**src/logic/bdcm_cfg.svh**
```systemverilog
/*
  Constants of the bus and digital command merge block: register offsets,
  field positions, reset values and timing counts.
  Assumes it is included by bare name from the top and watchdog design files.
*/
`ifndef BDCM_CFG_SVH
`define BDCM_CFG_SVH

// Register byte offsets
`define BDCM_OFS_MODE      12'h000
`define BDCM_OFS_PROFILE   12'h004
`define BDCM_OFS_JOG_ONE   12'h008
`define BDCM_OFS_JOG_TWO   12'h00C
`define BDCM_OFS_TIMEOUT   12'h010
`define BDCM_OFS_LOSSACT   12'h014
`define BDCM_OFS_FMAX      12'h018
`define BDCM_OFS_STATUS    12'h01C
`define BDCM_OFS_IRQ_STAT  12'h020
`define BDCM_OFS_IRQ_MASK  12'h024

// Mode register fields (reversing, setup, preset)
`define BDCM_MODE_REV_LSB  0
`define BDCM_MODE_SET_LSB  2
`define BDCM_MODE_PRE_LSB  4

// Reset values
`define BDCM_MODE_RESET    2'h3
`define BDCM_PROFILE_RESET 2'h0
`define BDCM_PROFILE_MAX   2'h2
`define BDCM_PROFILE_NATIVE 2'h1
`define BDCM_PROFILE_STDPRO 2'h0
`define BDCM_JOG_RESET     16'h0064
`define BDCM_FMAX_RESET    16'h0FA0
`define BDCM_TIMEOUT_RESET 7'h01
`define BDCM_TIMEOUT_MIN   7'h01
`define BDCM_TIMEOUT_MAX   7'h63
`define BDCM_LOSSACT_RESET 3'h0
`define BDCM_LOSSACT_MAX   3'h5

// Timing: core clock in Hz, one second in cycles
`define BDCM_CLK_HZ        25000000
`define BDCM_SEC_CYCLES    (`BDCM_CLK_HZ * 1)

// Interrupt bits
`define BDCM_IRQ_LOST      0
`define BDCM_IRQ_BACK      1

`endif

```
**src/logic/bdcm_pkg.sv**
```systemverilog
/*
  Types of the bus and digital command merge block.
  Assumes nothing beyond a SystemVerilog compiler.
*/
package bdcm_pkg;
  // Source mode of a merged command
  typedef enum logic [1:0] {
    BDCM_SRC_DIG = 2'h0,
    BDCM_SRC_SER = 2'h1,
    BDCM_SRC_AND = 2'h2,
    BDCM_SRC_OR  = 2'h3
  } bdcm_src_t;

  // Bus-loss reaction codes
  typedef enum logic [2:0] {
    BDCM_LOSS_OFF    = 3'h0,
    BDCM_LOSS_FREEZE = 3'h1,
    BDCM_LOSS_STOP   = 3'h2,
    BDCM_LOSS_JOG    = 3'h3,
    BDCM_LOSS_FMAX   = 3'h4,
    BDCM_LOSS_TRIP   = 3'h5
  } bdcm_loss_t;

  // Link watchdog states, Gray along the usual path
  typedef enum logic [1:0] {
    BDCM_WD_IDLE = 2'h0,
    BDCM_WD_OK   = 2'h1,
    BDCM_WD_LOST = 2'h3
  } bdcm_wd_t;
endpackage

```
**src/logic/bdcm_merge.sv**
```systemverilog
/*
  Four-way source merge of one command field, digital versus serial.
  Assumes a mode code from bdcm_pkg; purely combinational.
*/
`timescale 1ns/1ns
`default_nettype none
module bdcm_merge #(
  parameter int W = 1
) (
  // Mode and sources
  input  wire bdcm_pkg::bdcm_src_t mode_in,
  input  wire logic [W-1:0]        dig_in,
  input  wire logic [W-1:0]        ser_in,
  // Merged result
  output logic [W-1:0]             merged_out
);
  // Bitwise selection by mode
  always_comb begin
    case (mode_in)
      bdcm_pkg::BDCM_SRC_DIG: merged_out = dig_in;
      bdcm_pkg::BDCM_SRC_SER: merged_out = ser_in;
      bdcm_pkg::BDCM_SRC_AND: merged_out = dig_in & ser_in;
      default:                merged_out = dig_in | ser_in;
    endcase
  end
endmodule // bdcm_merge
`default_nettype wire

```
**src/logic/bdcm_top.sv**
```systemverilog
/*
  Bus and digital command merge: reversing, setup and preset selection
  from terminals and fieldbus, jog speeds, profile and link watchdog,
  with an APB register file and one level interrupt.
  Assumes terminal and fieldbus inputs are synchronous to core_clk_in.
*/
//
// Behaviour
// - reversing merged per four-way mode
// - setup code plus one, merged per four-way mode
// - preset selection merged per four-way mode; outside native profile logic AND falls back to the terminals
// - serial presets only in native profile
// - serial jog select only in profile zero
// - jog speeds limited to fmax, default 10Hz
// - profile setting holds codes zero to two
// - timeout 1 to 99 seconds, default one
// - gap overrun marks link lost, reaction applies
// - loss reaction codes, relay released 1-5
`timescale 1ns/1ns
`default_nettype none
`include "bdcm_cfg.svh"
module bdcm_top #(
  parameter int SEC_CYCLES = `BDCM_SEC_CYCLES
) (
  // Clock and reset
  input  wire logic        core_clk_in,
  input  wire logic        reset_n_in,
  // APB slave
  input  wire logic        psel_in,
  input  wire logic        penable_in,
  input  wire logic        pwrite_in,
  input  wire logic [11:0] paddr_in,
  input  wire logic [31:0] pwdata_in,
  output logic [31:0]      prdata_out,
  output logic             pready_out,
  output logic             pslverr_out,
  // Digital terminals
  input  wire logic        dig_rev_in,
  input  wire logic [1:0]  dig_setup_in,
  input  wire logic [1:0]  dig_preset_in,
  // Fieldbus decoded control word
  input  wire logic        tele_ok_in,
  input  wire logic        ser_rev_in,
  input  wire logic [1:0]  ser_setup_in,
  input  wire logic [1:0]  ser_preset_in,
  input  wire logic        ser_jog_one_in,
  input  wire logic        ser_jog_two_in,
  // Merged commands
  output logic             reverse_out,
  output logic [2:0]       setup_num_out,
  output logic [1:0]       preset_sel_out,
  output logic             jog_active_out,
  output logic [15:0]      jog_freq_out,
  output logic [1:0]       profile_out,
  // Bus-loss reaction
  output logic             bus_lost_out,
  output logic [2:0]       loss_action_out,
  output logic             relay_release_out,
  // Interrupt
  output logic             irq_out
);

  ////////////////////////////////////////////////////////////////////////////
  // Registers
  // Every configuration field resets to its default, so the drive
  // behaves sanely before software has written anything.
  logic [5:0]  mode_reg;      // Source modes: reverse, setup, preset
  logic [1:0]  profile_reg;   // Control word profile
  logic [15:0] jog_one_reg;   // Fixed bus speed one, 0.1 Hz units
  logic [15:0] jog_two_reg;   // Fixed bus speed two, 0.1 Hz units
  logic [15:0] fmax_reg;      // Top output frequency limit
  logic [6:0]  timeout_reg;   // Bus timeout in seconds
  logic [2:0]  lossact_reg;   // Bus-loss reaction code
  logic [1:0]  irq_stat_reg;  // Sticky events
  logic [1:0]  irq_mask_reg;  // Interrupt enables
  logic        lost_prev_reg; // Lost level one cycle ago
  logic        lost_w;        // Watchdog lost level

  ////////////////////////////////////////////////////////////////////////////
  // Bus decode
  // Decode compares the full 12-bit byte address, so an unaligned or
  // unmapped address never aliases onto a register; it gets the error
  // answer instead.
  wire        wr_en  = psel_in && penable_in && pwrite_in;
  wire        rd_en  = psel_in && penable_in && !pwrite_in;
  wire        hit_mode  = (paddr_in == `BDCM_OFS_MODE);
  wire        hit_prof  = (paddr_in == `BDCM_OFS_PROFILE);
  wire        hit_jog1  = (paddr_in == `BDCM_OFS_JOG_ONE);
  wire        hit_jog2  = (paddr_in == `BDCM_OFS_JOG_TWO);
  wire        hit_tmo   = (paddr_in == `BDCM_OFS_TIMEOUT);
  wire        hit_loss  = (paddr_in == `BDCM_OFS_LOSSACT);
  wire        hit_fmax  = (paddr_in == `BDCM_OFS_FMAX);
  wire        hit_stat  = (paddr_in == `BDCM_OFS_STATUS);
  wire        hit_istat = (paddr_in == `BDCM_OFS_IRQ_STAT);
  wire        hit_imask = (paddr_in == `BDCM_OFS_IRQ_MASK);
  wire        mapped = hit_mode | hit_prof | hit_jog1 | hit_jog2 | hit_tmo |
                       hit_loss | hit_fmax | hit_stat | hit_istat | hit_imask;

  // Clamp a speed to the top frequency limit
  // Shared by the write path and the output path, so both clamp alike
  function automatic logic [15:0] clamp_speed(input logic [15:0] v, input logic [15:0] lim);
    clamp_speed = (v > lim) ? lim : v;
  endfunction

  // Value checks: a refused write answers with an error and stores
  // nothing, so a bad value never reaches the command path.
  // profile codes above two are refused
  wire        prof_ok = (pwdata_in[1:0] <= `BDCM_PROFILE_MAX);
  wire        tmo_ok  = (pwdata_in[6:0] >= `BDCM_TIMEOUT_MIN) &&
                        (pwdata_in[6:0] <= `BDCM_TIMEOUT_MAX) && (pwdata_in[31:7] == 25'h0);
  // loss reaction codes zero to five
  wire        loss_ok = (pwdata_in[2:0] <= `BDCM_LOSSACT_MAX);
  wire        bad_val = (hit_prof && !prof_ok) || (hit_tmo && !tmo_ok) ||
                        (hit_loss && !loss_ok);
  wire        slv_err = !mapped || (pwrite_in && bad_val);

  ////////////////////////////////////////////////////////////////////////////
  // Command merges
  // Merges are pure selection; the results are registered together
  // further down, so every command moves on the same edge.
  // Reverse and setup modes are read straight from the mode register; the preset mode is gated first.
  wire        rev_m;
  wire [1:0]  setup_m;
  wire [1:0]  preset_m;

  bdcm_merge #(.W(1)) u_rev (
    .mode_in    (bdcm_pkg::bdcm_src_t'(mode_reg[`BDCM_MODE_REV_LSB +: 2])),
    .dig_in     (dig_rev_in),
    .ser_in     (ser_rev_in),
    .merged_out (rev_m)
  );

  // setup merged bitwise under its mode
  bdcm_merge #(.W(2)) u_setup (
    .mode_in    (bdcm_pkg::bdcm_src_t'(mode_reg[`BDCM_MODE_SET_LSB +: 2])),
    .dig_in     (dig_setup_in),
    .ser_in     (ser_setup_in),
    .merged_out (setup_m)
  );

  // serial presets gated by native profile
  wire        pre_ser_ok = (profile_reg == `BDCM_PROFILE_NATIVE);
  wire [1:0]  ser_pre_g  = pre_ser_ok ? ser_preset_in : 2'h0;
  wire [1:0]  pre_mode   = mode_reg[`BDCM_MODE_PRE_LSB +: 2];
  // Outside the native profile serial presets add nothing to the merge;
  // logic AND would then force zero, so it falls back to the terminals
  wire [1:0]  pre_mode_g = (!pre_ser_ok && pre_mode == bdcm_pkg::BDCM_SRC_AND) ?
                           bdcm_pkg::BDCM_SRC_DIG : pre_mode;

  bdcm_merge #(.W(2)) u_pre (
    .mode_in    (bdcm_pkg::bdcm_src_t'(pre_mode_g)),
    .dig_in     (dig_preset_in),
    .ser_in     (ser_pre_g),
    .merged_out (preset_m)
  );

  // jog select in profile zero only
  wire        jog_prof = (profile_reg == `BDCM_PROFILE_STDPRO);
  // Jog one wins when the master sets both select bits
  wire        jog_sel  = jog_prof && (ser_jog_one_in || ser_jog_two_in);
  wire [15:0] jog_val  = ser_jog_one_in ? jog_one_reg : jog_two_reg;

  // relay released for reactions one to five
  // Only a lost link drives the relay; reaction off keeps it held
  wire        relay_rel = lost_w && (lossact_reg != bdcm_pkg::BDCM_LOSS_OFF);

  ////////////////////////////////////////////////////////////////////////////
  // Watchdog
  // Armed only after the first telegram, so a drive run from the
  // terminals alone never reports a lost link. A telegram that comes
  // in while lost brings the link back at once.
  // gap overrun declares link lost
  bdcm_watchdog #(.SEC_CYCLES(SEC_CYCLES)) u_wd (
    .core_clk_in  (core_clk_in),
    .reset_n_in   (reset_n_in),
    .tele_ok_in   (tele_ok_in),
    .timeout_s_in (timeout_reg),
    .lost_out     (lost_w)
  );

  ////////////////////////////////////////////////////////////////////////////
  // Read mux
  // Status bits are live levels; only the interrupt status is sticky.
  // Unmapped addresses read as zero.
  wire [31:0] rd_data =
      hit_mode  ? {26'h0, mode_reg}              :
      hit_prof  ? {30'h0, profile_reg}           :
      hit_jog1  ? {16'h0, jog_one_reg}           :
      hit_jog2  ? {16'h0, jog_two_reg}           :
      hit_tmo   ? {25'h0, timeout_reg}           :
      hit_loss  ? {29'h0, lossact_reg}           :
      hit_fmax  ? {16'h0, fmax_reg}              :
      hit_stat  ? {29'h0, relay_rel, lost_w, tele_ok_in} :
      hit_istat ? {30'h0, irq_stat_reg}          :
      hit_imask ? {30'h0, irq_mask_reg}          : 32'h00000000;

  // Interrupt events: link lost and link regained
  wire [1:0]  irq_evt = {(!lost_w && lost_prev_reg), (lost_w && !lost_prev_reg)};
  // Set wins over write-one-clear
  wire [1:0]  irq_clr = (wr_en && hit_istat) ? pwdata_in[1:0] : 2'h0;
  wire [1:0]  irq_stat_next = (irq_stat_reg & ~irq_clr) | irq_evt;

  ////////////////////////////////////////////////////////////////////////////
  // APB answer, zero wait: pready high in every access phase
  // The answer is formed at the setup edge, while address, direction
  // and data already stand, so the access phase never waits.
  always_ff @(posedge core_clk_in) begin
    if (!reset_n_in) begin
      pready_out  <= 1'b0;
      pslverr_out <= 1'b0;
      prdata_out  <= 32'h00000000;
    end else begin
      pready_out  <= psel_in && !penable_in;
      pslverr_out <= psel_in && !penable_in && slv_err;
      prdata_out  <= (psel_in && !penable_in && !pwrite_in) ? rd_data : 32'h00000000;
    end
  end

  // Register writes land on the access edge with pready high
  wire        wr_take = wr_en && pready_out && !slv_err;

  // Configuration registers
  // A write clamps jog speeds to the limit in force at that moment; a
  // later, lower limit is still honoured by the output clamp.
  always_ff @(posedge core_clk_in) begin
    if (!reset_n_in) begin
      // all source modes default to logic OR
      mode_reg     <= {`BDCM_MODE_RESET, `BDCM_MODE_RESET, `BDCM_MODE_RESET};
      profile_reg  <= `BDCM_PROFILE_RESET;
      jog_one_reg  <= `BDCM_JOG_RESET;
      jog_two_reg  <= `BDCM_JOG_RESET;
      fmax_reg     <= `BDCM_FMAX_RESET;
      timeout_reg  <= `BDCM_TIMEOUT_RESET;
      lossact_reg  <= `BDCM_LOSSACT_RESET;
      irq_mask_reg <= 2'h0;
    end else if (wr_take) begin
      if (hit_mode)  mode_reg     <= pwdata_in[5:0];
      if (hit_prof)  profile_reg  <= pwdata_in[1:0];
      if (hit_jog1)  jog_one_reg  <= clamp_speed(pwdata_in[15:0], fmax_reg);
      if (hit_jog2)  jog_two_reg  <= clamp_speed(pwdata_in[15:0], fmax_reg);
      if (hit_fmax)  fmax_reg     <= pwdata_in[15:0];
      if (hit_tmo)   timeout_reg  <= pwdata_in[6:0];
      if (hit_loss)  lossact_reg  <= pwdata_in[2:0];
      if (hit_imask) irq_mask_reg <= pwdata_in[1:0];
    end
  end

  // Interrupt status and output
  // The output follows the next status, so it rises with the event flag
  // and drops in the cycle in which a write-one-clear lands.
  always_ff @(posedge core_clk_in) begin
    if (!reset_n_in) begin
      irq_stat_reg  <= 2'h0;
      lost_prev_reg <= 1'b0;
      irq_out       <= 1'b0;
    end else begin
      irq_stat_reg  <= irq_stat_next;
      lost_prev_reg <= lost_w;
      irq_out       <= |(irq_stat_next & irq_mask_reg);
    end
  end

  ////////////////////////////////////////////////////////////////////////////
  // Every command leaves through a flip-flop, one edge after the inputs
  // it was merged from; reset means clockwise, setup 1, no jog.
  // merged outputs registered
  always_ff @(posedge core_clk_in) begin
    if (!reset_n_in) begin
      reverse_out       <= 1'b0;
      setup_num_out     <= 3'h1;
      preset_sel_out    <= 2'h0;
      jog_active_out    <= 1'b0;
      jog_freq_out      <= 16'h0000;
      profile_out       <= `BDCM_PROFILE_RESET;
      bus_lost_out      <= 1'b0;
      loss_action_out   <= `BDCM_LOSSACT_RESET;
      relay_release_out <= 1'b0;
    end else begin
      reverse_out       <= rev_m;
      // setup number is code plus one
      setup_num_out     <= {1'b0, setup_m} + 3'h1;
      preset_sel_out    <= preset_m;
      jog_active_out    <= jog_sel;
      jog_freq_out      <= jog_sel ? clamp_speed(jog_val, fmax_reg) : 16'h0000;
      profile_out       <= profile_reg;
      bus_lost_out      <= lost_w;
      loss_action_out   <= lost_w ? lossact_reg : `BDCM_LOSSACT_RESET;
      relay_release_out <= relay_rel;
    end
  end
endmodule // bdcm_top
`default_nettype wire

```
**src/logic/bdcm_watchdog.sv**
```systemverilog
/*
  Telegram gap watchdog: counts seconds since the last good telegram.
  Assumes a one-cycle telegram strobe and a timeout of 1 to 99 seconds.
*/
`timescale 1ns/1ns
`default_nettype none
`include "bdcm_cfg.svh"
module bdcm_watchdog #(
  parameter int SEC_CYCLES = `BDCM_SEC_CYCLES
) (
  // Clock and reset
  input  wire logic       core_clk_in,
  input  wire logic       reset_n_in,
  // Telegram strobe and limit
  input  wire logic       tele_ok_in,
  input  wire logic [6:0] timeout_s_in,
  // Link state
  output logic            lost_out
);
  logic [24:0]        tick_reg;   // Cycles within one second
  logic [6:0]         sec_reg;    // Whole seconds elapsed
  bdcm_pkg::bdcm_wd_t state_reg;  // Watchdog state
  bdcm_pkg::bdcm_wd_t state_next;
  wire                sec_end  = (tick_reg == 25'(SEC_CYCLES - 1));
  wire                expired  = sec_end && ((sec_reg + 7'h01) >= timeout_s_in);

  // Next state: idle until first telegram, lost on gap overrun
  always_comb begin
    case (state_reg)
      bdcm_pkg::BDCM_WD_IDLE: state_next = tele_ok_in ? bdcm_pkg::BDCM_WD_OK : state_reg;
      bdcm_pkg::BDCM_WD_OK:   state_next = tele_ok_in ? state_reg :
                                           (expired ? bdcm_pkg::BDCM_WD_LOST : state_reg);
      bdcm_pkg::BDCM_WD_LOST: state_next = tele_ok_in ? bdcm_pkg::BDCM_WD_OK : state_reg;
      default:                state_next = bdcm_pkg::BDCM_WD_IDLE;
    endcase
  end

  always_ff @(posedge core_clk_in) begin
    if (!reset_n_in) begin
      tick_reg  <= 25'h0000000;
      sec_reg   <= 7'h00;
      state_reg <= bdcm_pkg::BDCM_WD_IDLE;
      lost_out  <= 1'b0;
    end else begin
      state_reg <= state_next;
      lost_out  <= (state_next == bdcm_pkg::BDCM_WD_LOST);
      if (tele_ok_in || state_reg != bdcm_pkg::BDCM_WD_OK) begin
        tick_reg <= 25'h0000000;
        sec_reg  <= 7'h00;
      end else if (sec_end) begin
        tick_reg <= 25'h0000000;
        sec_reg  <= sec_reg + 7'h01;
      end else begin
        tick_reg <= tick_reg + 25'h0000001;
      end
    end
  end
endmodule // bdcm_watchdog
`default_nettype wire

```
**config.mk**
```make
export PLATFORM = sky130hd
export DESIGN_NAME = bdcm_top
export DESIGN_NICKNAME = d
export VERILOG_FILES = /design/src/logic/bdcm_pkg.sv /design/src/logic/bdcm_merge.sv /design/src/logic/bdcm_top.sv /design/src/logic/bdcm_watchdog.sv
export VERILOG_INCLUDE_DIRS = /design/src /design/src/logic
export SDC_FILE = /design/constraint.sdc
export NUM_CORES = 1
export LEC_CHECK = 0
export BUFFER_PORTS_ARGS = -buffer_cell sky130_fd_sc_hd__buf_2
export CAP_MARGIN = 20
export CORE_MARGIN = 10
export CORE_UTILIZATION = 55
export DETAILED_ROUTE_END_ITERATION = 12
export GPL_TIMING_DRIVEN = 1
export PLACE_DENSITY = 0.84
export SLEW_MARGIN = 10
export SYNTH_ARGS = -nofsm -noshare
export SYNTH_HDL_FRONTEND = slang
export SYNTH_SLANG_ARGS = --single-unit
export TNS_END_PERCENT = 10
```
**constraint.sdc**
```tcl
create_clock -name core_clk_in -period 4.4 [get_ports core_clk_in]
set_input_delay 1.1 -clock core_clk_in [delete_from_list [all_inputs] [get_ports core_clk_in]]
set_output_delay 1.1 -clock core_clk_in [all_outputs]
set_load 0.05 [all_outputs]
```
Word level (Yosys, flattened, before mapping)
Cells that the tools add are included.

Bits of input ports: 62. Register bits: 170. Word-level logic and storage cells: 164. Output and inout bits: 65.

$lt $le $gt $ge: 7. Eq/ne operators: 22. Reduce and logical (&&, ||, !) cells: 60. Mux-type cells: 23. Add/subtract/negate cells: 3. Bitwise operators: 21.

Operators by type and width (count): $mux 16 (8); $eq 12x5->1 const B (4); $gt 16x16->1 (2); $add 25x1->25 const B (1); $eq 25x25->1 const B (1); $logic_not 25->1 (1); $eq 12x4->1 const B (2); $eq 12x6->1 const B (2); $reduce_and 2->1 (11); $logic_and 1x1->1 (20); $mux 2 (8); $eq 12x3->1 const B (1); $eq 2x2->1 const B (6); $logic_not 12->1 (1); $mux 6 (2); $pmux 2 s3 (2); $reduce_or 11->1 (1); $eq 2x1->1 const B (5); $logic_not 1->1 (10); $logic_not 2->1 (5); $or 1x1->1 (10); $and 2x2->2 (4); $add 7x1->7 const B (1); $ge 7x1->1 const B (1); other kinds (18) (27).

Longest topological paths before layout
Gate-level depths: netlist of the first run.

Depth after elaboration: 15. Gate-level depth with buffers: 12. Depth with buffers taken out: 8.

Modules after synthesis
Synthesis of the first run repeated with hierarchy kept, for this count alone.

Cell total of the unflattened synthesis: 868. Area, all modules: 7997.7 µm².

By module, submodules not included: bdcm_top (times used 1, area each 6127.1 µm², cells each 649); bdcm_watchdog (times used 1, area each 1755.4 µm², cells each 201); bdcm_merge (u_pre ...) (times used 2, area each 46.3 µm², cells each 7); bdcm_merge (u_rev) (times used 1, area each 22.5 µm², cells each 4).

Worst setup path before layout of the first run
Ideal clock, no wire load.

Kind: input -> register. Start point: input port ser_jog_one_in. End point: register jog_freq_out[10]. Stages on the path: 12. Setup slack: 0.372 ns. Path buffers: 4. Data arrival time: 3.901 ns. Data required time: 4.272 ns. Cells stage by stage: clkbuf_1 clkbuf_1 mux2_2 ha_1 a211oi_1 o211ai_1 a311o_1 o21ai_0 buf_2 buf_2 mux2i_1 nor2_1.

Longest elaborated chain between the ends: 3. Elaborated cells on any way between the ends: 6. Classes of those cells: 1 x order compare; 2 x mux; 3 x reduce/logical.

RTL lines: start, declared (RTL line bdcm_top.sv:46) `input wire logic ser_jog_one_in,`; $mux 16 or $logic_or 1x1->1 (tied branches) (RTL line bdcm_top.sv:161, bdcm_top.sv:160); $gt 16x16->1 or $logic_and 1x1->1 (tied branches) (RTL line bdcm_top.sv:102, bdcm_top.sv:160); $mux 16 or $reduce_and 2->1 (tied branches); end signal, assigned (RTL line bdcm_top.sv:284) `jog_freq_out <= jog_sel ? clamp_speed(jog_val, fmax_reg) : 16'h0000;`; end, declared (RTL line bdcm_top.sv:53) `output logic [15:0] jog_freq_out,`.

Parallel ways exist; a longest one is shown, timed or not. A chain may end at the register's enable or synchronous reset.

Worst setup path after layout of the first run
Start point: input port ser_jog_one_in. End point: register jog_freq_out[9].

The elaborated chain is that of the path after synthesis.

==> impl_metrics.json, run 1 <==
{
  "status": "complete, no violations",
  "rrSetupSlack_ns": 1.32,
  "ios": 127,
  "cts_buffers": 17,
  "fin_ws_ns": 1.05,
  "die_w_um": 139,
  "critPathKind": "in -> reg",
  "multi_input_area_um2": 4340,
  "cp.arrival_ns": 3.65,
  "grt_pass1_wl_mm": 34.1,
  "root_buffer": "clkbuf_16",
  "firstDrtPassIters": 8,
  "worst_pin_slew_ns": 0.875,
  "r2r_start": "fmax_reg[12]$_SDFFE_PN0P_",
  "setup_tns_ns": 0,
  "cp-startpoint": "ser_jog_one_in",
  "chipHeight_um": 139,
  "fp.coreArea_um2": 13900,
  "relSlewSlack_pct": 41.7,
  "most-common-layout-cells": "dfxtp_1, buf_2, nand2_1",
  "hold_viol_final": 0,
  "drv_slew": 0,
  "antenna_found_initial": 0,
  "port_buffers": 110,
  "path_clk_slew_ns": 0.06,
  "cts_tree": "built",
  "regArea_um2": 3080,
  "clockBufferDepth": 2,
  "fill_cells": 1135,
  "yosysWarnings": 0,
  "pwr_density_cell_nw_per_um2": 346,
  "drt_iter0_markers": 689,
  "setup_violations": 0,
  "die-area_um2": 19400,
  "finalNetCount": 1099,
  "max_cap_violations": 0,
  "antenna_left": 0,
  "dpl_cell_area_um2": 8430,
  "grt_usage_pct": 21.0,
  "rsz0062_at_grt": "no",
  "layout_commonest_cell": "dfxtp_1",
  "crit-reg2reg-capture": "jog_two_reg[12]$_SDFFE_PN0P_",
  "rows": 43,
  "antenna_cells": 0,
  "synth_cells": 892,
  "rr_worst_depth": 8,
  "netlist_area_um2": 7800,
  "vias": 6994,
  "min_to": "u_wd.tick_reg[0]$_SDFF_PP0_",
  "drc_errors": 0,
  "async_flop_share_pct": 0,
  "wire_per_inst_um": 18.0,
  "holdPathStages": 1,
  "clk_latency_ns": 0.43,
  "critPathMaxStageDelay_ns": 0.40,
  "crit_slowest_cell": "mux2_2",
  "overflow": 0,
  "cp-start-kind": "input pin",
  "wl_mm": 21.4,
  "irDropWorstVdd_mv": 0.252,
  "ys.flop_type": "dfxtp_1",
  "vias_per_cell": 5.90,
  "drive_gt1_share_pct": 18.1,
  "leakagePower_uw": 0.00386,
  "final_cell_area_um2": 9030,
  "yosysSeqAreaShare_pct": 39.5,
  "finalCriticalPeriod_ns": 3.35,
  "largest_reg_flops": 25,
  "synthDistinctLibCells": 64,
  "yosys_register_bits": 154,
  "synth_edf_count": 0,
  "end_kind": "flip-flop",
  "grt_max_degree": 72,
  "cts-resized-gates": 0,
  "hold_class": "reg -> reg",
  "path_max_fanout": 17,
  "clock_sinks": 154,
  "place.detailed.hpwl_mm": 15.4,
  "place_ws_ns": 0.651,
  "fin_crit_sh_pct": 76.1,
  "crit_chain": "buf_2 -> mux2_2 -> ha_1 -> a211oi_1 -> o211ai_1 -> a311o_1 -> o21ai_2 -> buf_4 -> mux2i_1 -> nor2_1",
  "syn_to_final_growth_pct": 15.7,
  "holdCritStartpoint": "u_wd.tick_reg[0]$_SDFF_PP0_",
  "grt_pass1_vias": 6777,
  "cp.required_ns": 4.71,
  "initial_core_util_pct": 56.2,
  "htreeDepth": 4,
  "fin_skew_ns": 0.00792,
  "cts_hold_buf": 0,
  "max_freq_mhz": 299,
  "place.gp.congestion": 0.969,
  "syn_avg_cell_area_um2": 8.75,
  "postCtsSetupBuffers": 0
}
metrics by stage:
| stage | hold WS (ns) | power [uW] | utilization, % | cells |
|---|---|---|---|---|
| 5_1_grt | 0.496 | 3210 | 65.1 | 1186 |
| 3_3_place_gp | 0.454 | 1650 | 60.7 | 1154 |
| 4_1_cts | 0.474 | 3130 | 65.1 | 1186 |
| 3_5_place_dp | 0.461 | 1650 | 60.7 | 1154 |
| 2_1_floorplan | 0.438 | 1590 | - | 907 |
| 6_report | 0.473 | 3120 | 65.1 | 1186 |
cells by family after synthesis:
| kind of cell | Yosys count | share of synthesized area, % |
|---|---|---|
| xor+xnor | 34 | 3.82 |
| other cells | 1 | 0.0480 |
| flops | 154 | 39.5 |
| compound gates | 193 | 15.9 |
| buf+inv | 94 | 5.74 |
| fa+ha+maj | 44 | 7.05 |
| simple gates | 307 | 19.3 |
| mux | 65 | 8.61 |
power by group:
part / internal, uW / total (uW) / switching (uW) / leakage (uW)
clock: 923 / 1500 / 573 / 0.000291
sequential: 1400 / 1410 / 3.38 / 0.00124
combinational: 64.8 / 221 / 156 / 0.00233
per-layer routing:
layer	track usage, %	wire length (um)
met5	0	0
met4	7.36	467
met3	5.55	1940
met2	34.4	10200
met1	25.9	8820
cells in the mapped netlist, types with 18 or more instances:
cell / number / area [um^2]
nand3_1: 21 / 105
buf_4: 19 / 143
nor2_1: 84 / 315
inv_1: 41 / 154
a21oi_1: 42 / 210
clkbuf_1: 19 / 71.3
nand2_1: 96 / 360
dfxtp_1: 154 / 3080
mux2i_1: 48 / 480
o21ai_0: 61 / 305
xor2_1: 18 / 158
ha_1: 44 / 551
critical path: cells and delay by family:
kind,cells,cell delay (ns)
buffers and inverters,2,0.61
adder cells (fa/ha/maj),1,0.30
multiplexers,2,0.66
AO/OA/AOI/OAI,4,0.89
AND/OR/NAND/NOR,1,0.07
worst max path at each step:
stage                                       end  cells after the start
floorplan           jog_freq_out[10]$_SDFF_PN0_                     12
global placement     jog_freq_out[9]$_SDFF_PN0_                     10
detailed placement  jog_freq_out[11]$_SDFF_PN0_                     10
CTS                  jog_freq_out[9]$_SDFF_PN0_                     10
global route        jog_freq_out[11]$_SDFF_PN0_                     10
finish               jog_freq_out[9]$_SDFF_PN0_                     10
cell type report:
cell class,count,share of cell area (%)
timing repair buffer,120,6.93
sequential,154,34.1
clock buffer,22,5.14
multi-input combinational,659,48.0
clock inverter,10,1.57
inverter,41,1.70
tap,180,2.49
(Power assumes the default switching activity.)
==> run 2, diff against run 1 <==
--- a/config.mk
+++ b/config.mk
@@ -6,6 +6,7 @@
 export SDC_FILE = /design/constraint.sdc
 export NUM_CORES = 1
 export LEC_CHECK = 0
+export ABC_AREA = 1
 export BUFFER_PORTS_ARGS = -buffer_cell sky130_fd_sc_hd__buf_2
 export CAP_MARGIN = 20
 export CORE_MARGIN = 10
==> constraint.sdc (replaced) <==
create_clock -name core_clk_in -period 3.15 [get_ports core_clk_in]
set_input_delay 0.7875 -clock core_clk_in [delete_from_list [all_inputs] [get_ports core_clk_in]]
set_output_delay 0.7875 -clock core_clk_in [all_outputs]
set_load 0.05 [all_outputs]
==> impl_metrics.json, run 2 <==
{
  "status": "complete, no violations",
  "ys.flop_type": "dfxtp_1",
  "fin_crit_sh_pct": 88.6,
  "irDropWorstVdd_mv": 0.378,
  "synth_top_area_share_pct": 37.1,
  "max_freq_mhz": 358,
  "dp_cells": 1483,
  "cts_hold_buf": 0,
  "wl_mm": 23.0,
  "rows": 44,
  "leakagePower_uw": 0.00477,
  "cp.arrival_ns": 3.11,
  "synth_area_leaders": "dfxtp_1, nand2_1, nor2_1",
  "rsz0062_at_grt": "no",
  "cp-startpoint": "ser_jog_one_in",
  "setup_tns_ns": 0,
  "synth_cells": 1210,
  "hold_class": "reg -> reg",
  "drv_slew": 0,
  "whs_ns": 0.445,
  "multi_input_area_um2": 4430,
  "cts_tree": "built",
  "setup_violations": 0,
  "syn_avg_cell_area_um2": 6.87,
  "yosys_register_bits": 154,
  "firstDrtPassIters": 6,
  "path_max_fanout": 31,
  "fill_cells": 1256,
  "crit_chain": "buf_2 -> o21ai_0 -> ha_1 -> inv_1 -> nor2_1 -> nor2_1 -> o21a_1 -> o221ai_1 -> nand2_1 -> nand2_1 -> nand2_1 -> o21ai_0 -> nor2_1",
  "clk_latency_ns": 0.44,
  "max_cap_violations": 0,
  "grt_pass1_vias": 7703,
  "clockBufferDepth": 2,
  "grt_usage_pct": 22.2,
  "fin_skew_ns": 0.00901,
  "power_frac_comb_pct": 7.0,
  "drc_errors": 0,
  "netlist_area_um2": 8310,
  "syn_to_final_growth_pct": 15.4,
  "synth_commonest_cells": "nand2_1, nor2_1, dfxtp_1",
  "end_kind": "flip-flop",
  "overflow": 0,
  "p_int_uw": 3220,
  "die-area_um2": 20400,
  "cp.required_ns": 3.47,
  "finalNetCount": 1424,
  "worst_pin_slew_ns": 0.781,
  "yosysWarnings": 0,
  "cts_buffers": 17,
  "drive_gt1_share_pct": 14.3,
  "chipHeight_um": 143,
  "crit_slowest_cell": "buf_2",
  "final_cell_count_no_fill": 1515,
  "cts-resized-gates": 0,
  "regArea_um2": 3080,
  "place.gp.congestion": 0.924,
  "vias": 8417,
  "most-common-layout-cells": "nand2_1, nor2_1, dfxtp_1",
  "grt_max_degree": 72,
  "critPathMaxStageDelay_ns": 0.41,
  "hold_viol_final": 0,
  "port_buffers": 110,
  "finalCriticalPeriod_ns": 2.79,
  "initial_core_util_pct": 56.7,
  "yosysMostFrequentCell": "nand2_1",
  "relSlewSlack_pct": 48.0,
  "largest_reg_flops": 25,
  "yosysSeqAreaShare_pct": 37.1,
  "seqPwrFrac_pct": 46.0,
  "postCtsSetupBuffers": 0,
  "path_clk_slew_ns": 0.06,
  "critPathKind": "in -> reg",
  "synthDistinctLibCells": 51,
  "drt_iter0_markers": 703,
  "fp.coreArea_um2": 14600,
  "ios": 127,
  "yosysTopAreaCell": "dfxtp_1",
  "pwr-share-clk_pct": 47.0,
  "cp-start-kind": "input pin",
  "synth_edf_count": 0,
  "switching_share_pct": 24.6,
  "antenna_left": 0,
  "layout_commonest_cell": "nand2_1",
  "place.detailed.hpwl_mm": 17.0,
  "grt_pass1_wl_mm": 36.9,
  "async_flop_share_pct": 0,
  "die_w_um": 143,
  "root_buffer": "clkbuf_16",
  "r2r_start": "u_wd.sec_reg[0]$_SDFFE_PP0P_",
  "vias_per_cell": 5.56,
  "antenna_found_initial": 1,
  "holdCritStartpoint": "u_wd.tick_reg[19]$_SDFF_PP0_",
  "netSwitchingPower_uw": 1050,
  "pwr_density_cell_nw_per_um2": 445,
  "wire_per_inst_um": 15.2,
  "htreeDepth": 4,
  "clock_sinks": 154
}
-- run 2: cell count changes after synthesis, moves of 12 or more --
cell / previous run / this run
a222oi_1: 12 / 0
a21oi_1: 42 / 74
mux2i_1: 48 / 0
xnor2_1: 16 / 2
nand3_1: 21 / 64
nor2_1: 84 / 181
a21boi_0: 17 / 2
nand2_1: 96 / 277
mux2_2: 17 / 2
inv_1: 41 / 148
-- run 2: metal layers --
metal	track usage, %	routed length [um]	vias to the layer above
met5	0	11	-
met4	7.33	430	2
met3	6.24	2160	50
met2	37.0	11100	391
met1	26.9	9380	3843
li1	-	-	4131
-- run 2: final timing paths --
| path | slack (ns) | cells past startpoint | to |
|---|---|---|---|
| setup / recovery | 0.36 | 13 | jog_freq_out[9]$_SDFF_PN0_ |
| hold / removal | 0.44 | 2 | u_wd.tick_reg[19]$_SDFF_PP0_ |
| hold reg to reg | 0.44 | 2 | u_wd.tick_reg[19]$_SDFF_PP0_ |
| setup reg to reg | 0.55 | 13 | u_wd.lost_out$_SDFF_PN0_ |
-- run 2: area by class of cell --
type | count | area share (%)
well taps | 184 | 2.40
diodes | 1 | 0.0261
flip-flops and latches | 154 | 32.2
multi-input cells | 865 | 46.2
clock inverters | 10 | 1.25
repair buffers | 126 | 7.25
inverters | 154 | 6.03
clock buffers | 21 | 4.70
-- run 2: metrics by stage --
stage               setup slack [ns]  instance area (um^2)  util (%)  total power (uW)
global route                   0.106                  9590      65.5              4380
detailed placement           0.00610                  9020      61.6              2300
global placement               0.103                  9020      61.6              2290
finish                         0.359                  9590      65.5              4270
CTS                            0.413                  9590      65.5              4270
floorplan                      0.357                  8360         -              2210
-- run 2: cells by family after synthesis --
group | after synthesis | synth area share, %
buf+inv | 206 | 10.3
mux | 2 | 0.271
flops | 154 | 37.1
xor+xnor | 10 | 1.05
other cells | 1 | 0.0451
fa+ha+maj | 44 | 6.63
simple gates | 597 | 31.2
compound gates | 196 | 13.5
-- run 2: power groups by stage --
stage	combinational, uW	clock, uW	sequential, uW
after floorplan	166	0	2040
after global placement	286	0	2010
after detailed placement	293	0	2010
after CTS	295	2010	1960
after global routing	324	2090	1960
final	299	2010	1960
-- run 2: critical path, delay by kind of cell --
family                   cells  cell delay (ns)
buffers and inverters        2             0.45
adder cells (fa/ha/maj)      1             0.35
AO/OA/AOI/OAI                4             0.85
AND/OR/NAND/NOR              6             0.67
